`src/rtl/thv_pkg.sv`:
```
// Shared constants and types of the hub controller register and control block.
`default_nettype none
package thv_pkg;
  // ----------------------------------------------------------------
  // Bus qualification
  // ----------------------------------------------------------------
  localparam logic [5:0] THV_AM_DATA = 6'h39;
  localparam logic [5:0] THV_AM_PROG = 6'h3d;

  // ----------------------------------------------------------------
  // Register byte offsets inside the board window
  // ----------------------------------------------------------------
  localparam logic [3:0] THV_OFS_HUB_STATUS = 4'h0;
  localparam logic [3:0] THV_OFS_STORE_RECALL_SET = 4'h0;
  localparam logic [3:0] THV_OFS_STORE_RECALL_CLEAR = 4'h2;
  localparam logic [3:0] THV_OFS_CLOCK_GATE_SET = 4'h4;
  localparam logic [3:0] THV_OFS_CLOCK_GATE_CLEAR = 4'h6;
  localparam logic [3:0] THV_OFS_SIM_MODE_SET = 4'h8;
  localparam logic [3:0] THV_OFS_SIM_MODE_CLEAR = 4'ha;
  localparam logic [3:0] THV_OFS_SIM_START_STROBE = 4'hc;
  localparam logic [3:0] THV_OFS_INTERRUPT_LEVEL_SELECT = 4'he;
  localparam logic [19:0] THV_REG_TOP = 20'h0000e;
  localparam logic [19:0] THV_RAM_BASE = 20'h80000;
  localparam logic [19:0] THV_RAM_TOP = 20'h9fffc;
  localparam logic [19:0] THV_RESERVED_BASE = 20'ha0000;
  localparam logic [2:0] THV_RAM_MISSING_WORD = 3'h7;

  // ----------------------------------------------------------------
  // Register field positions, status reset value and missing-word data
  // ----------------------------------------------------------------
  localparam int THV_CLK_STEP_BIT = 0;
  localparam int THV_CLK_FANOUT_BIT = 1;
  localparam int THV_SIM_ENABLE_BIT = 0;
  localparam int THV_SIM_LOOP_BIT = 1;
  localparam int THV_STORE_BIT = 0;
  localparam int THV_RECALL_BIT = 1;
  localparam int THV_START_BIT = 0;
  localparam logic [15:0] THV_STATUS_RESET = 16'h00c0;
  localparam logic [15:0] THV_MISSING_DATA = 16'hffff;

  // ----------------------------------------------------------------
  // Timing
  // ----------------------------------------------------------------
  localparam int THV_CLK_PERIOD_NS = 25;
  localparam int THV_CLK_ERR_GAP_NS = 100;
  localparam int THV_CLK_GONE_GAP_NS = 1000;
  localparam logic [7:0] THV_CLK_ERR_CYC =
    8'((THV_CLK_ERR_GAP_NS + THV_CLK_PERIOD_NS - 1) / THV_CLK_PERIOD_NS);
  localparam logic [7:0] THV_CLK_GONE_CYC =
    8'((THV_CLK_GONE_GAP_NS + THV_CLK_PERIOD_NS - 1) / THV_CLK_PERIOD_NS);
  localparam logic [3:0] THV_SRAM_WAIT_CYC = 4'h4;
  localparam logic [11:0] THV_CTL_RESET = 12'h03f;

  // ----------------------------------------------------------------
  // Bus slave states
  // ----------------------------------------------------------------
  typedef enum logic [1:0] {
    THV_IDLE,
    THV_RAM_WAIT,
    THV_ACK,
    THV_RELEASE
  } thv_bus_st_t;
endpackage
`default_nettype wire

```
`src/rtl/thv_hub_controller.sv`:
```
// Hub controller: bus slave, control registers, clock monitor, fanout multiplexer.
`default_nettype none
module thv_hub_controller
  import thv_pkg::*;
#(
  parameter int TRIG_WORDS = 6
) (
  input wire logic core_clk_in,
  input wire logic reset_n_in,
  input wire logic [23:1] vme_addr_in,
  input wire logic [5:0] vme_am_in,
  input wire logic vme_as_n_in,
  input wire logic vme_ds0_n_in,
  input wire logic vme_ds1_n_in,
  input wire logic vme_write_n_in,
  input wire logic vme_lword_n_in,
  input wire logic vme_iack_n_in,
  input wire logic [15:0] vme_data_in,
  output logic [15:0] vme_data_out,
  output logic vme_data_oe_out,
  output logic vme_dtack_oe_out,
  output logic [6:0] vme_irq_oe_out,
  input wire logic [3:0] base_switch_in,
  input wire logic irq_request_in,
  input wire logic init_ack_in,
  input wire logic link_sync_error_in,
  input wire logic bunch_sync_clock_in,
  input wire logic system_rf_clock_in,
  input wire logic external_step_clock_in,
  input wire logic [TRIG_WORDS*16-1:0] trig_data_in,
  input wire logic [15:0] sim_data_in,
  input wire logic sim_done_in,
  output logic [15:0] sram_addr_out,
  output logic [15:0] sram_wdata_out,
  input wire logic [15:0] sram_rdata_in,
  output logic sram_we_out,
  output logic sram_oe_out,
  output logic store_pulse_out,
  output logic recall_pulse_out,
  output logic sim_start_out,
  output logic sim_active_out,
  output logic step_clk_sel_out,
  output logic fanout_clk_out,
  output logic [15:0] fanout_data_out
);
  // ----------------------------------------------------------------
  // State
  // ----------------------------------------------------------------
  localparam int TW = TRIG_WORDS * 16;

  typedef struct packed {
    logic [11:0] ctl_s1;
    logic [11:0] ctl_s2;
    logic [23:1] adr_s1;
    logic [23:1] adr_s2;
    logic [5:0] am_s1;
    logic [5:0] am_s2;
    logic [15:0] dat_s1;
    logic [15:0] dat_s2;
    logic [3:0] sw_s1;
    logic [3:0] sw_s2;
    logic [15:0] srd_s1;
    logic [15:0] srd_s2;
    logic [TW-1:0] trg_s1;
    logic [TW-1:0] trg_s2;
    logic bunch_sync_clock_d;
    logic rf_d;
    thv_bus_st_t st;
    logic [3:0] wait_cnt;
    logic wr;
    logic [1:0] clk_gate;
    logic [1:0] sim_mode;
    logic [2:0] irq_lvl;
    logic [7:0] gap_cnt;
    logic clk_err;
    logic clk_gone;
    logic sim_run;
    logic store_p;
    logic recall_p;
    logic start_p;
    logic step_sel;
    logic [TW-1:0] trig_lat;
    logic [3:0] word_idx;
    logic fanout_clk;
    logic [15:0] fanout_data;
    logic dtack_oe;
    logic [15:0] data_out;
    logic data_oe;
    logic [15:0] sram_addr;
    logic [15:0] sram_wdata;
    logic sram_we;
    logic sram_oe;
    logic [6:0] irq_oe;
  } thv_state_t;

  thv_state_t r_ff;
  thv_state_t nxt_r;

  // Synchronised pin aliases; only second stages are read by logic.
  logic as_n;
  logic ds0_n;
  logic ds1_n;
  logic write_n;
  logic lword_n;
  logic iack_n;
  logic bunch_sync_clock;
  logic rf;
  logic step;
  logic init_ack;
  logic sync_err;
  logic irq_req;
  logic [19:0] ofs;
  logic [15:0] status;

  assign {irq_req, sync_err, init_ack, step, rf, bunch_sync_clock, iack_n, lword_n, write_n, ds1_n, ds0_n, as_n} = r_ff.ctl_s2;
  assign ofs = {r_ff.adr_s2[19:1], 1'b0};
  // Live monitor and receiver bits sit beside the mirrored control bits.
  assign status = {5'h00, r_ff.irq_lvl, r_ff.clk_gone, r_ff.clk_err, sync_err, init_ack,
                   r_ff.sim_mode, r_ff.clk_gate};

  // ----------------------------------------------------------------
  // Address decoding helpers
  // ----------------------------------------------------------------
  function automatic logic in_ram(input logic [19:0] a);
    in_ram = (a >= THV_RAM_BASE) && (a < THV_RESERVED_BASE);
  endfunction

  function automatic logic in_regs(input logic [19:0] a);
    in_regs = (a <= THV_REG_TOP);
  endfunction

  // ----------------------------------------------------------------
  // Next-state logic
  // ----------------------------------------------------------------
  // One process holds every rule of the block so all state stays in one struct.
  always_comb begin
    nxt_r = r_ff;
    nxt_r.store_p = 1'b0;
    nxt_r.recall_p = 1'b0;
    nxt_r.start_p = 1'b0;
    // Two-stage synchronisers for every pin-level input except the emulation data and done inputs.
    nxt_r.ctl_s1 = {irq_request_in, link_sync_error_in, init_ack_in, external_step_clock_in,
                    system_rf_clock_in, bunch_sync_clock_in, vme_iack_n_in, vme_lword_n_in,
                    vme_write_n_in, vme_ds1_n_in, vme_ds0_n_in, vme_as_n_in};
    nxt_r.ctl_s2 = r_ff.ctl_s1;
    nxt_r.adr_s1 = vme_addr_in;
    nxt_r.adr_s2 = r_ff.adr_s1;
    nxt_r.am_s1 = vme_am_in;
    nxt_r.am_s2 = r_ff.am_s1;
    nxt_r.dat_s1 = vme_data_in;
    nxt_r.dat_s2 = r_ff.dat_s1;
    nxt_r.sw_s1 = base_switch_in;
    nxt_r.sw_s2 = r_ff.sw_s1;
    nxt_r.srd_s1 = sram_rdata_in;
    nxt_r.srd_s2 = r_ff.srd_s1;
    nxt_r.trg_s1 = trig_data_in;
    nxt_r.trg_s2 = r_ff.trg_s1;
    nxt_r.bunch_sync_clock_d = bunch_sync_clock;
    nxt_r.rf_d = rf;

    // Trigger data is caught on the bunch sync edge, then sent word by word.
    if (bunch_sync_clock && !r_ff.bunch_sync_clock_d) begin
      nxt_r.trig_lat = r_ff.trg_s2;
    end
    if (rf && !r_ff.rf_d) begin
      nxt_r.word_idx = (r_ff.word_idx == 4'(TRIG_WORDS - 1)) ? 4'h0 : r_ff.word_idx + 4'h1;
      nxt_r.fanout_data = r_ff.sim_run ? sim_data_in : r_ff.trig_lat[int'(r_ff.word_idx) * 16 +: 16];
    end
    if (!r_ff.clk_gate[THV_CLK_FANOUT_BIT]) begin
      nxt_r.fanout_data = 16'h0000;
    end

    // Clock monitor: the gap counter saturates at the gone threshold.
    // The monitor input must tick slower than the core clock to be seen at all.
    if (rf && !r_ff.rf_d) begin
      nxt_r.gap_cnt = 8'h00;
    end else if (r_ff.gap_cnt < THV_CLK_GONE_CYC) begin
      nxt_r.gap_cnt = r_ff.gap_cnt + 8'h01;
    end
    nxt_r.clk_err = (r_ff.gap_cnt >= THV_CLK_ERR_CYC);
    nxt_r.clk_gone = (r_ff.gap_cnt >= THV_CLK_GONE_CYC);

    // Single-step source and fanout clock gating.
    nxt_r.step_sel = r_ff.clk_gate[THV_CLK_STEP_BIT] & r_ff.sim_mode[THV_SIM_ENABLE_BIT];
    nxt_r.fanout_clk = r_ff.clk_gate[THV_CLK_FANOUT_BIT] & (r_ff.step_sel ? step : bunch_sync_clock);

    // Emulation run: a finished run restarts itself while looping is set.
    if (sim_done_in && r_ff.sim_run) begin
      if (r_ff.sim_mode[THV_SIM_LOOP_BIT]) begin
        nxt_r.start_p = 1'b1;
      end else begin
        nxt_r.sim_run = 1'b0;
      end
    end

    // Interrupt line selection; level zero drives no line.
    nxt_r.irq_oe = 7'h00;
    if (irq_req && (r_ff.irq_lvl != 3'h0)) begin
      nxt_r.irq_oe[int'(r_ff.irq_lvl) - 1] = 1'b1;
    end

    // Bus slave.
    case (r_ff.st)
      THV_IDLE: begin
        nxt_r.dtack_oe = 1'b0;
        nxt_r.data_oe = 1'b0;
        if (!as_n && !ds0_n && !ds1_n && lword_n && iack_n &&
            (r_ff.am_s2 == THV_AM_DATA || r_ff.am_s2 == THV_AM_PROG) &&
            (r_ff.adr_s2[23:20] == r_ff.sw_s2)) begin
          nxt_r.wr = !write_n;
          nxt_r.st = THV_ACK;
          nxt_r.data_out = 16'h0000;
          if (in_ram(ofs)) begin
            if (ofs[3:1] == THV_RAM_MISSING_WORD) begin
              nxt_r.data_out = THV_MISSING_DATA;
            end else begin
              nxt_r.sram_addr = {ofs[16:4], ofs[3:1]};
              nxt_r.sram_wdata = r_ff.dat_s2;
              nxt_r.sram_we = !write_n;
              nxt_r.sram_oe = write_n;
              nxt_r.wait_cnt = THV_SRAM_WAIT_CYC;
              nxt_r.st = THV_RAM_WAIT;
            end
          end else if (!write_n && in_regs(ofs)) begin
            // Set and clear registers only touch the bits written as one.
            case (ofs[3:0])
              THV_OFS_STORE_RECALL_SET: begin
                nxt_r.store_p = r_ff.dat_s2[THV_STORE_BIT];
                nxt_r.recall_p = r_ff.dat_s2[THV_RECALL_BIT];
              end
              THV_OFS_CLOCK_GATE_SET: begin
                nxt_r.clk_gate = r_ff.clk_gate | r_ff.dat_s2[1:0];
              end
              THV_OFS_CLOCK_GATE_CLEAR: begin
                nxt_r.clk_gate = r_ff.clk_gate & ~r_ff.dat_s2[1:0];
              end
              THV_OFS_SIM_MODE_SET: begin
                nxt_r.sim_mode = r_ff.sim_mode | r_ff.dat_s2[1:0];
              end
              THV_OFS_SIM_MODE_CLEAR: begin
                nxt_r.sim_mode = r_ff.sim_mode & ~r_ff.dat_s2[1:0];
              end
              THV_OFS_SIM_START_STROBE: begin
                if (r_ff.dat_s2[THV_START_BIT] && r_ff.sim_mode[THV_SIM_ENABLE_BIT]) begin
                  nxt_r.start_p = 1'b1;
                  nxt_r.sim_run = 1'b1;
                end
              end
              THV_OFS_INTERRUPT_LEVEL_SELECT: begin
                nxt_r.irq_lvl = r_ff.dat_s2[2:0];
              end
              default: begin
                nxt_r.irq_lvl = r_ff.irq_lvl; // Clear of store/recall holds nothing.
              end
            endcase
          end else if (write_n && (ofs == 20'(THV_OFS_HUB_STATUS))) begin
            nxt_r.data_out = status;
          end
        end
      end
      THV_RAM_WAIT: begin
        if (r_ff.wait_cnt == 4'h0) begin
          nxt_r.data_out = r_ff.srd_s2;
          nxt_r.sram_we = 1'b0;
          nxt_r.sram_oe = 1'b0;
          nxt_r.st = THV_ACK;
        end else begin
          nxt_r.wait_cnt = r_ff.wait_cnt - 4'h1;
        end
      end
      THV_ACK: begin
        nxt_r.dtack_oe = 1'b1;
        nxt_r.data_oe = !r_ff.wr;
        nxt_r.st = THV_RELEASE;
      end
      THV_RELEASE: begin
        if (as_n) begin
          nxt_r.dtack_oe = 1'b0;
          nxt_r.data_oe = 1'b0;
          nxt_r.st = THV_IDLE;
        end
      end
      default: begin
        nxt_r.st = THV_IDLE;
      end
    endcase

    // A cleared emulation enable wins over any start, from the cycle after the clear write.
    if (!r_ff.sim_mode[THV_SIM_ENABLE_BIT]) begin
      nxt_r.sim_run = 1'b0;
      nxt_r.start_p = 1'b0;
    end
  end

  // ----------------------------------------------------------------
  // State register
  // ----------------------------------------------------------------
  // Monitor flags start set because no system clock has been seen yet.
  always_ff @(posedge core_clk_in or negedge reset_n_in) begin
    if (!reset_n_in) begin
      r_ff <= '0;
      r_ff.ctl_s1 <= THV_CTL_RESET;
      r_ff.ctl_s2 <= THV_CTL_RESET;
      r_ff.st <= THV_IDLE;
      r_ff.gap_cnt <= THV_CLK_GONE_CYC;
      r_ff.clk_err <= THV_STATUS_RESET[6];
      r_ff.clk_gone <= THV_STATUS_RESET[7];
    end else begin
      r_ff <= nxt_r;
    end
  end

  // ----------------------------------------------------------------
  // Outputs, each straight from the state register
  // ----------------------------------------------------------------
  assign vme_data_out = r_ff.data_out;
  assign vme_data_oe_out = r_ff.data_oe;
  assign vme_dtack_oe_out = r_ff.dtack_oe;
  assign vme_irq_oe_out = r_ff.irq_oe;
  assign sram_addr_out = r_ff.sram_addr;
  assign sram_wdata_out = r_ff.sram_wdata;
  assign sram_we_out = r_ff.sram_we;
  assign sram_oe_out = r_ff.sram_oe;
  assign store_pulse_out = r_ff.store_p;
  assign recall_pulse_out = r_ff.recall_p;
  assign sim_start_out = r_ff.start_p;
  assign sim_active_out = r_ff.sim_run;
  assign step_clk_sel_out = r_ff.step_sel;
  assign fanout_clk_out = r_ff.fanout_clk;
  assign fanout_data_out = r_ff.fanout_data;
endmodule
`default_nettype wire

```
`config.mk`:
```
export PLATFORM = sky130hd
export DESIGN_NAME = thv_hub_controller
export DESIGN_NICKNAME = d
export VERILOG_FILES = /design/src/rtl/thv_pkg.sv /design/src/rtl/thv_hub_controller.sv
export SDC_FILE = /design/constraint.sdc
export NUM_CORES = 1
export LEC_CHECK = 0
export ABC_AREA = 1
export BUFFER_PORTS_ARGS = -buffer_cell sky130_fd_sc_hd__buf_2
export CORE_MARGIN = 8
export CORE_UTILIZATION = 56
export DETAILED_ROUTE_END_ITERATION = 12
export PLACE_DENSITY = 0.78
export SLEW_MARGIN = 30
export SYNTH_ARGS = -nofsm -noshare
export SYNTH_HDL_FRONTEND = slang
export SYNTH_SLANG_ARGS = --single-unit
```
`constraint.sdc`:
```
create_clock -name core_clk_in -period 2 [get_ports core_clk_in]
set_input_delay 0.6 -clock core_clk_in [delete_from_list [all_inputs] [get_ports core_clk_in]]
set_output_delay 0.6 -clock core_clk_in [all_outputs]
set_load 0.05 [all_outputs]
```
**Word-level counts from Yosys, hierarchy flattened**

Index checks and enable logic that the tools add are counted.

- Input port bits: 192
- Word-level logic and storage cells: 180
- Output and inout bits: 81
- Register bits after elaboration: 553

- Shift operators: 1
- Add/subtract/negate cells: 4
- Bitwise operators: 9
- $lt $le $gt $ge: 8
- Reduce and logical (&&, ||, !) cells: 43
- Equality and inequality tests: 20
- Muxes and demuxes: 53

Operators with widths:

| cell | number |
|---|---|
| 16-bit 2-to-1 mux | 8 |
| 96-bit by 9-bit variable part select with 16-bit output | 1 |
| 16-bit case mux with 2 select lines | 1 |
| 5-bit AND reduction | 5 |
| 4-bit 2-to-1 mux | 6 |
| 7-bit 2-to-1 mux | 3 |
| 20-bit greater-or-equal comparator, second input constant | 1 |
| 20-bit by 4-bit <= comparator with 1-bit output, second input constant | 1 |
| 20-bit zero test | 1 |
| 20-bit < comparator, second input constant | 1 |
| 8-bit 2-to-1 mux | 2 |
| 1-bit logical AND | 15 |
| 14-bit 2-to-1 mux | 1 |
| 2-bit 2-to-1 mux | 7 |
| 1-bit 2-to-1 mux | 13 |
| 3-bit == test, second input constant | 4 |
| 6-bit == test, second input constant | 2 |
| 6-bit 2-to-1 mux | 2 |
| 2-bit inequality test, second input constant | 6 |
| 2-bit case mux with 2 select lines | 3 |
| 11-bit 2-to-1 mux | 1 |
| 8-bit by 1-bit adder with 8-bit output, second input constant | 1 |
| 8-bit by 3-bit greater-or-equal comparator with 1-bit output, second input constant | 1 |
| 8-bit by 6-bit greater-or-equal comparator with 1-bit output, second input constant | 1 |
| 31 further kinds | 51 |

**Depth between registers and ports, before layout**

Gate-level depths: netlist of the first run.

- Depth after elaboration: 10
- Gate-level depth with buffers: 13

**Worst setup path after synthesis of the first run**

Ideal clock, no wire load.

- Kind: reg2reg
- Start point: register r_ff[204] in the netlist's numbering
- End point: register r_ff[200] in the netlist's numbering
- Buffers on the path: 1
- Arrival time: 1.467 ns
- Stages on the path, launching flop included: 9
- Period minus slack after synthesis: 1.593 ns
- Slack: 0.407 ns
- Required time: 1.874 ns
- Setup time: 0.126 ns
- Path through: dfrtp_1 inv_1 ha_1 buf_6 o21ai_0 nor2_1 nand3_1 nand2_1 o21ai_0

- Word-level cells in the longest chain between the ends: 3

Ends and longest elaborated chain:

| item | line | RTL |
|---|---|---|
| start, declared | thv_hub_controller.sv:96 | `thv_state_t r_ff;` |
| start signal, assigned | thv_hub_controller.sv:309 | `r_ff <= nxt_r;` |
| 2-bit by 1-bit == test with 1-bit output or 2-bit zero test (tied branches) | thv_hub_controller.sv:203 | `case (r_ff.st)` |
| 2-bit inequality test (no line) or 2-bit nonzero test (tied branches) | n/a |  |
| 5-bit AND reduction (no line) | n/a |  |

Several ways; a longest one is shown, not always the timed one.
A chain may end at the register's enable or synchronous reset.

**Worst setup path in the final report of the first run**

- Start point: register r_ff (netlist bit sim_active_out)
- End point: output sim_active_out

RTL lines:

| item | line | RTL |
|---|---|---|
| end, declared | thv_hub_controller.sv:41 | `output logic sim_active_out,` |

No word-level cell between the ends.

==> metrics.md, run 1 <==
| Metric | Value |
|---|---|
| Via count | 11,600 |
| CTS tree | built |
| DRT met1 WL | 16.2 mm |
| Worst Setup Start Kind | register |
| Fin crit share | 0.965 |
| Clk_skew | 0.0234 ns |
| Total core area | 33,600 um2 |
| Synthesized flop and latch total | 551 |
| GR Util All Layers | 0.205 |
| Critical path type | reg -> out |
| Synth top area share | 0.699 |
| Number of I/O pins | 273 |
| Clock latency on the worst-skew pair | 0.60 ns |
| Post-Synth XOR/XNOR Area | 0.000915 |
| Slew Limit Fails | 0 |
| Drt first-iter violations | 793 |
| Post-synthesis mux area share | 0.0282 |
| # DRC | 0 |
| Synth-to-Final Area Change | 17.5% |
| Worst Max-Slew Pin Slew | 0.589 ns |
| WP buf/inv | 1 |
| CTS clock-pin slew for the worst setup and hold paths | 0.07 ns |
| VDD IR max | 0.900 mV |
| Met3 WL post-DR | 2.19 mm |
| Worst hold-check path type | in -> reg |
| Cell area power density | 1110 nW/um2 |
| Final Critical Period | 1.93 ns |
| Clock Root Buffer | clkbuf_16 |
| Mapped Area | 19,100 um2 |
| Grt total ovfl | 0 |
| Final setup vio count | 0 |
| Setup TNS Final | 0 ns |
| Starting density of the core | 0.570 |
| CP cell instances | buf_4 |
| Post-synth top area cell | dfrtp_1 |
| Max Freq | 0.518 GHz |
| Critical Path AT | 1.33 ns |
| Post-Synth Adder-Cell Area | 0.00653 |
| Required time worst endpoint | 1.40 ns |
| Maximum clock path buffer count | 3 |
| Max stage delay on crit path | 0.49 ns |
| Largest net degree at the start of global routing | 89 |
| IO Port Bufs | 271 |
| Antenna Nets Post-Route | 0 |
| Routed length on met2 | 21.0 mm |
| Main combinational cell family by area after synthesis | simple AND/OR/NAND/NOR gates |
| YS warnings | 0 |
| Clock sink count | 551 |
| Slew headroom | 0.607 |
| Synth Area in Compound Gates | 0.0644 |
| Die W | 201 um |
| CTS buffer count | 52 |
| Register area share after synthesis | 0.721 |
| Fillers | 2,367 |
| Initial DRT Pass Iterations | 7 |
| Top cells by area, synth | dfrtp_1, nand2_1, buf_4, mux2_2, inv_1 |
| Top Layer Used | met4 |
| DR WL/cell | 17.6 um |
| Power Total | 0.0249 W |
| Simple logic cell fraction of the synthesized area | 0.107 |
| Synth Instances | 1,586 |
| Setup bufs post-CTS | 0 |
| Net count after synthesis | 1,788 |
| Status | completed |
| Die area | 40,400 um2 |
| Leakage | 11.3 nW |
| Count of final hold-check violations | 0 |
| Layout cell share with drive strength beyond 1 | 0.279 |
| Initial antenna violation count | 2 |
| CTS H-tree depth | 2 |
| First-pass GRT wire length | 66.3 mm |
| Kind of cell adding the most delay to the critical path | flip-flops |
| CP Max Fanout | 4 |
| DP HPWL | 27.4 mm |
| Max_cap viols | 0 |
| Nets | 2,024 |
| Syn avg cell area | 12.1 um2 |
| Placer Congestion | 0.859 |
| Worst Setup End Kind | primary output |
| Routed WL | 40.7 mm |
| Slowest cell on the critical path | dfrtp_1 |
| RSZ-0062 raised after global routing | false |
| Count of cell types in the netlist | 35 |
| Vias in the first global route | 12,600 |
| FP Rows | 67 |
| Drt via density | 5.01 |
| Die H | 201 um |
what timing repair did:
action / CTS / global route
resized for setup: 1 / 3
hold buffers: 1 / 0
pin swaps: 0 / 0
endpoints found under the hold margin: 27 / 0
setup endpoints to repair: 1 / 4
worst register-to-register path: cells and delay by family (launching register included):
kind                   cells  cell delay [ns]
AOI/OAI and AO/OA          1             0.21
buffers and inverters      1             0.05
DFF                        1             0.52
and+or+nand+nor            6             0.94
cell usage in the layout, fill, tap and decap left out, types with 3 or more instances in the layout:
| cell | instances |
|---|---|
| inv_2 | 4 |
| inv_1 | 139 |
| nor2_4 | 4 |
| ha_1 | 8 |
| buf_4 | 24 |
| nand2_1 | 323 |
| nor2_1 | 99 |
| clkbuf_1 | 11 |
| o21ai_1 | 16 |
| clkbuf_8 | 12 |
| nor3_1 | 6 |
| a21oi_1 | 87 |
| nand3_1 | 17 |
| o21ai_2 | 23 |
| dfrtp_1 | 534 |
| clkinv_2 | 11 |
| nand2_2 | 20 |
| buf_2 | 269 |
| nand4_1 | 15 |
| clkbuf_16 | 52 |
| bufinv_16 | 5 |
| o21ai_0 | 48 |
| buf_12 | 12 |
| dfstp_2 | 16 |
| nor2_2 | 6 |
| clkinvlp_4 | 3 |
| o211ai_1 | 33 |
| mux2_2 | 48 |
report_power, final:
part / total (W) / internal, W / leakage [nW] / switching (W)
clock network: 0.0101 / 0.00593 / 0.884 / 0.00416
logic: 0.00269 / 0.000939 / 3.83 / 0.00175
registers: 0.0122 / 0.0119 / 6.60 / 0.000291
layout make-up:
cell class	count	area, um2	share of cell area
diodes	2	5.00	0.000222
clock buffers	75	1510	0.0670
clock inverters	22	304	0.0135
inverters	143	537	0.0239
multi-input cells	767	3990	0.177
flip-flops and latches	551	13800	0.614
well taps	448	561	0.0249
repair buffers	307	1790	0.0796
registers in the layout, indices dropped and copies added (netlist names), 7 cells and up, named ones only:
name / flops
fanout_data_out: 16
nxt_r: 173
ofs: 19
r_ff: 266
sram_addr_out: 16
sram_wdata_out: 16
vme_data_out: 16
vme_irq_oe_out: 7
kinds of logic (layout without fill, tap and decap cells):
family	Yosys count	count (layout)
compound gates	211	211
xor+xnor	2	2
fa+ha+maj	10	10
buf+inv	268	547
flops	551	551
mux	48	48
other cells	0	2
simple gates	496	496
cells in the mapped netlist:
master,instances
o21ai_0,48
a31oi_1,1
nor2_1,100
clkbuf_2,1
ha_1,10
o21ai_1,16
a21boi_0,1
mux2_2,48
xor2_1,1
nor2_4,4
dfrtp_1,535
nand3b_1,1
buf_1,5
buf_6,8
nand2_1,324
buf_4,72
dfstp_2,16
inv_1,139
o211ai_1,33
nand3_2,1
a21oi_1,87
inv_2,4
nand3_1,18
o31ai_1,1
a211oi_1,1
nand4_1,15
nand2_2,20
buf_2,28
xnor2_1,1
or2_2,1
nor3_1,6
nor3b_4,1
clkbuf_1,11
o21ai_2,23
nor2_2,5
routing by layer:
metal / track usage / vias up
li1: - / 5411
met1: 0.251 / 5730
met2: 0.357 / 358
met3: 0.0421 / 90
met4: 0.0767 / 0
met5: 0 / -
per-stage QoR:
| stage | utilization | instance area (um2) | std cells | hold WS (ns) | setup WS [ns] |
|---|---|---|---|---|---|
| after floorplan | - | 19100 | 1586 | 0.304 | 0.407 |
| after global placement | 0.615 | 20700 | 2215 | 0.331 | 0.268 |
| after detailed placement | 0.615 | 20700 | 2215 | 0.335 | 0.186 |
| after CTS | 0.669 | 22500 | 2313 | 0.0607 | 0.0106 |
| after global routing | 0.669 | 22500 | 2315 | 0.0702 | 0.00929 |
| final | 0.669 | 22500 | 2315 | 0.0978 | 0.0704 |
worst paths after layout:
path                       slack (ns)        startpoint             end  cells past startpoint
setup / recovery                 0.07    sim_active_out  sim_active_out                      1
hold / removal                    0.1  trig_data_in[45]      nxt_r[252]                      1
setup reg to reg                 0.20            iack_n       r_ff[193]                      8
hold reg to reg                  0.34        nxt_r[445]       r_ff[445]                      0
max in group asynchronous        0.75        reset_n_in       r_ff[245]                      3
min in group asynchronous        0.55        reset_n_in       r_ff[136]                      2
No activity file was read; power rests on OpenSTA's default activity.
==> run 2, diff against run 1 <==
- BUFFER_PORTS_ARGS: -buffer_cell sky130_fd_sc_hd__buf_2 -> -buffer_cell sky130_fd_sc_hd__clkbuf_2
==> metrics.md, run 2 (same netlist as run 1, synthesis figures left out) <==
| Metric | Value |
|---|---|
| VDD IR max | 0.900 mV |
| Final Core Density | 0.671 |
| GR Util All Layers | 0.201 |
| IO Port Bufs | 271 |
| Final setup vio count | 0 |
| Largest register FFs | 266 |
| Total core area | 33,600 um2 |
| Synth-to-Final Area Change | 17.7% |
| CP cell instances | clkbuf_2 |
| WP buf/inv | 1 |
| Final Critical Period | 1.90 ns |
| Initial antenna violation count | 0 |
| Worst Setup End Kind | primary output |
| Sequential share of power | 0.494 |
| Part of the power in the clock network | 0.395 |
| Nets | 2,030 |
| Slew Limit Fails | 0 |
| Setup bufs post-CTS | 0 |
| Most frequent cells in the layout | dfrtp_1, nand2_1, clkbuf_2, inv_1, nor2_1 |
| Largest net degree at the start of global routing | 66 |
| CTS tree | built |
| Maximum clock path buffer count | 3 |
| Initial DRT Pass Iterations | 6 |
| Number of I/O pins | 273 |
| Vias in the first global route | 12,500 |
| CTS clock-pin slew for the worst setup and hold paths | 0.06 ns |
| Antenna diode count | 0 |
| Clock Root Buffer | clkbuf_16 |
| Max stage delay on crit path | 0.43 ns |
| Grt total ovfl | 0 |
| First-pass GRT wire length | 65.3 mm |
| DR WL/cell | 17.4 um |
| Slew headroom | 0.583 |
| Die H | 201 um |
| Fin crit share | 0.952 |
| Commonest non-fill, non-tap cell in the layout | dfrtp_1 |
| Via count | 11,500 |
| Die W | 201 um |
| FP Rows | 67 |
| Routed WL | 40.3 mm |
| Leakage | 11.3 nW |
| Drt via density | 4.97 |
| Slowest cell on the critical path | dfrtp_1 |
| Setup TNS Final | 0 ns |
| Starting density of the core | 0.570 |
| RSZ-0062 raised after global routing | false |
| Combinational share of power | 0.111 |
| Internal | 0.0186 W |
| Max Freq | 0.525 GHz |
| Antenna Nets Post-Route | 0 |
| Count of final hold-check violations | 0 |
| Critical path type | reg -> out |
| CTS H-tree depth | 2 |
| Clock sink count | 551 |
| Kind of cell adding the most delay to the critical path | flip-flops |
| Register with the most flip-flops | r_ff |
| CP Max Fanout | 3 |
| Drt first-iter violations | 602 |
| Cell area power density | 1090 nW/um2 |
| Layout cell share with drive strength beyond 1 | 0.282 |
| Critical Path AT | 1.30 ns |
| Max_cap viols | 0 |
| Worst Setup Start Kind | register |
| Placer Congestion | 0.844 |
| Required time worst endpoint | 1.40 ns |
| Die area | 40,400 um2 |
| # DRC | 0 |
| CTS buffer count | 51 |
| Clk_skew | 0.0143 ns |
| Worst Max-Slew Pin Slew | 0.625 ns |
| Status | completed |
| Worst hold-check path type | in -> reg |
| P_sw | 0.00605 W |
| DP HPWL | 27.8 mm |
| Clock latency on the worst-skew pair | 0.57 ns |
| Switching portion of total power | 0.246 |
[run 2: cell types whose count changed in the layout (fill, tap and decap cells not counted), sizes merged]
cell and change:
clkbuf +266, buf -263, clkinv +1, diode -2, inv +1
[run 2: worst paths after layout]
| kind | slack (ns) | endpoint | depth (start not counted) | startpoint |
|---|---|---|---|---|
| setup / recovery | 0.1 | step_clk_sel_out | 1 | step_clk_sel_out |
| hold / removal | 0.12 | nxt_r[534] | 1 | vme_iack_n_in |
| setup reg to reg | 0.18 | fanout_data_out[5] | 10 | r_ff[76] |
| hold reg to reg | 0.34 | r_ff[226] | 0 | nxt_r[226] |
| max in group asynchronous | 0.72 | r_ff[181] | 3 | reset_n_in |
| min in group asynchronous | 0.55 | sram_addr_out[3] | 2 | reset_n_in |
[run 2: power by group through the flow]
stage,Clock [W],Combinational (W),Sequential (W)
floorplan,0,0.00155,0.0122
global placement,0,0.00264,0.0123
detailed placement,0,0.00271,0.0124
CTS,0.00995,0.00277,0.0122
global route,0.0104,0.00309,0.0122
finish,0.00974,0.00273,0.0122
[run 2: stage by stage]
step	total power, W	setup WS [ns]	hold slack [ns]	area (um2)	std cells
3_5_place_dp	0.0151	0.176	0.335	20800	2222
4_1_cts	0.0249	0.0746	0.0937	22500	2318
5_1_grt	0.0257	0.00621	0.0998	22500	2318
3_3_place_gp	0.0150	0.264	0.332	20800	2222
6_report	0.0246	0.0950	0.122	22500	2318
2_1_floorplan	0.0138	0.407	0.304	19100	1586
[run 2: area by class of cell]
cell class,count,area (um2)
fill,2359,11100
sequential,551,13800
clock inverter,24,272
multi-input combinational,767,3990
clock buffer,71,1450
tap,448,561
inverter,143,537
timing repair buffer,314,1920
[run 2: per-layer routing]
| metal | up-vias | global-route usage | wire (um) |
|---|---|---|---|
| li1 | 5430 | - | - |
| met4 | 0 | 0.0654 | 1080 |
| met1 | 5670 | 0.244 | 16100 |
| met3 | 81 | 0.0411 | 2010 |
| met5 | - | 0 | 0 |
| met2 | 331 | 0.355 | 21100 |
[run 2: what timing repair did]
action                                  CTS  global route
pin swaps                                 0             0
hold buffers                              1             0
gates resized for setup                   2             3
endpoints found under the setup margin    1             2
endpoints found under the hold margin    25             0
==> run 3, diff against run 2 <==
- REMOVE_ABC_BUFFERS: not set -> 1
==> metrics.md, run 3 (same netlist as run 1, synthesis figures left out) <==
| Metric | Value |
|---|---|
| Status | completed |
| Total core area | 33,600 um2 |
| RSZ-0062 raised after global routing | false |
| Max Freq | 0.521 GHz |
| Most frequent cells in the layout | dfrtp_1, nand2_1, clkbuf_2, inv_1, nor2_1 |
| PnR worst setup slack | 0.0800 ns |
| Worst hold-check path type | in -> reg |
| Commonest non-fill, non-tap cell in the layout | dfrtp_1 |
| DP HPWL | 26.6 mm |
| Number of I/O pins | 273 |
| Final setup vio count | 0 |
| Largest net degree at the start of global routing | 78 |
| Placement Setup Slack | 0.197 ns |
| Met1 GRT Util | 0.246 |
| CTS tree | built |
| Die W | 201 um |
| Clk_skew | 0.0289 ns |
| Maximum clock path buffer count | 3 |
| Largest register FFs | 266 |
| Design area | 22,700 um2 |
| Final Critical Period | 1.92 ns |
| CTS clock-pin slew for the worst setup and hold paths | 0.06 ns |
| Kind of cell adding the most delay to the critical path | flip-flops |
| Max stage delay on crit path | 0.56 ns |
| Die H | 201 um |
| Nets | 2,045 |
| Met2 Use GR | 0.354 |
| Vias in the first global route | 12,700 |
| Antenna diode count | 0 |
| Worst Max-Slew Pin Slew | 0.464 ns |
| IO Port Bufs | 271 |
| Drt first-iter violations | 654 |
| Clock latency on the worst-skew pair | 0.59 ns |
| Count of final hold-check violations | 0 |
| Worst Setup End Kind | primary output |
| Routed WL | 40.2 mm |
| Register with the most flip-flops | r_ff |
| FP Rows | 67 |
| GRT Max-Usage Layer | met2 |
| WP buf/inv | 1 |
| Fin crit share | 0.960 |
| Clock sink count | 551 |
| Hold WS | 0.0977 ns |
| Initial DRT Pass Iterations | 5 |
| CTS H-tree depth | 2 |
| Power Total | 0.0251 W |
| Cell area power density | 1100 nW/um2 |
| CP cell instances | buf_12 |
| Setup bufs post-CTS | 0 |
| Antenna Nets Post-Route | 0 |
| Met3 Track Usage GR | 0.0478 |
| Initial antenna violation count | 1 |
| GR Util All Layers | 0.202 |
| Cell Area, Placed | 20,800 um2 |
| Leakage | 11.4 nW |
| Placer Congestion | 0.851 |
| First-pass GRT wire length | 65.8 mm |
| Slew Limit Fails | 0 |
| Required time worst endpoint | 1.40 ns |
| Layout cell share with drive strength beyond 1 | 0.290 |
| Clock Root Buffer | clkbuf_16 |
| Starting density of the core | 0.570 |
| Worst Setup Start Kind | register |
| VDD IR max | 0.918 mV |
| # DRC | 0 |
| CP Max Fanout | 4 |
| Grt total ovfl | 0 |
| Drt via density | 4.99 |
| Slew headroom | 0.690 |
| CTS buffer count | 52 |
| DR WL/cell | 17.2 um |
| Max_cap viols | 0 |
| Critical Path AT | 1.32 ns |
| Slowest cell on the critical path | dfrtp_1 |
| Via count | 11,600 |
| Critical path type | reg -> out |
| Synth-to-Final Area Change | 18.6% |
| Die area | 40,400 um2 |
## run 3: where the power goes
group	total (W)	internal, W	switching [W]
Clock	0.0103	0.00623	0.00410
Combinational	0.00259	0.000944	0.00165
Sequential	0.0122	0.0119	0.000299
## run 3: worst register-to-register path, cell delays in order (launching register included)
cell     delay (ns)
dfrtp_1        0.38
nor2_1         0.11
nand2_1        0.07
nor2_1         0.29
nand3_1        0.43
o21ai_0        0.33
nand2_1        0.09
nand2_1        0.06
## run 3: through the flow
step                      setup TNS, ns  cells   util
after CTS                             0   2333  0.675
after floorplan                 -153.83   1461      -
after global routing                  0   2333  0.676
after global placement                0   2236  0.620
after detailed placement              0   2236  0.620
final                                 0   2333  0.676
## run 3: final cells by class
cell class	instances	area, um2
sequential	551	13800
timing repair buffer	328	1960
tap	448	561
fill	2328	10900
multi-input combinational	767	3990
clock buffer	73	1560
clock inverter	23	292
inverter	143	537
## run 3: timing repair
item,in CTS,in global routing
gates resized for setup,0,1
endpoints found under the setup margin,0,4
hold buffers,1,0
endpoints found under the hold margin,18,0
## run 3: worst paths after layout
check                                    start  cells past startpoint               to  slack [ns]
worst max-delay path            sim_active_out                      1   sim_active_out        0.08
worst min-delay path            vme_lword_n_in                      1       nxt_r[533]         0.1
worst max register to register         ofs[11]                      7  vme_data_out[0]        0.16
worst min register to register      nxt_r[264]                      0        r_ff[264]        0.34
max in group asynchronous           reset_n_in                      3        r_ff[403]        0.72
min in group asynchronous           reset_n_in                      2       nxt_r[493]        0.51
## run 3: metal layers
| layer | routed length, um | vias up |
|---|---|---|
| met4 | 815 | 2 |
| met2 | 20900 | 339 |
| met3 | 2260 | 62 |
| li1 | - | 5455 |
| met5 | 12 | - |
| met1 | 16300 | 5778 |
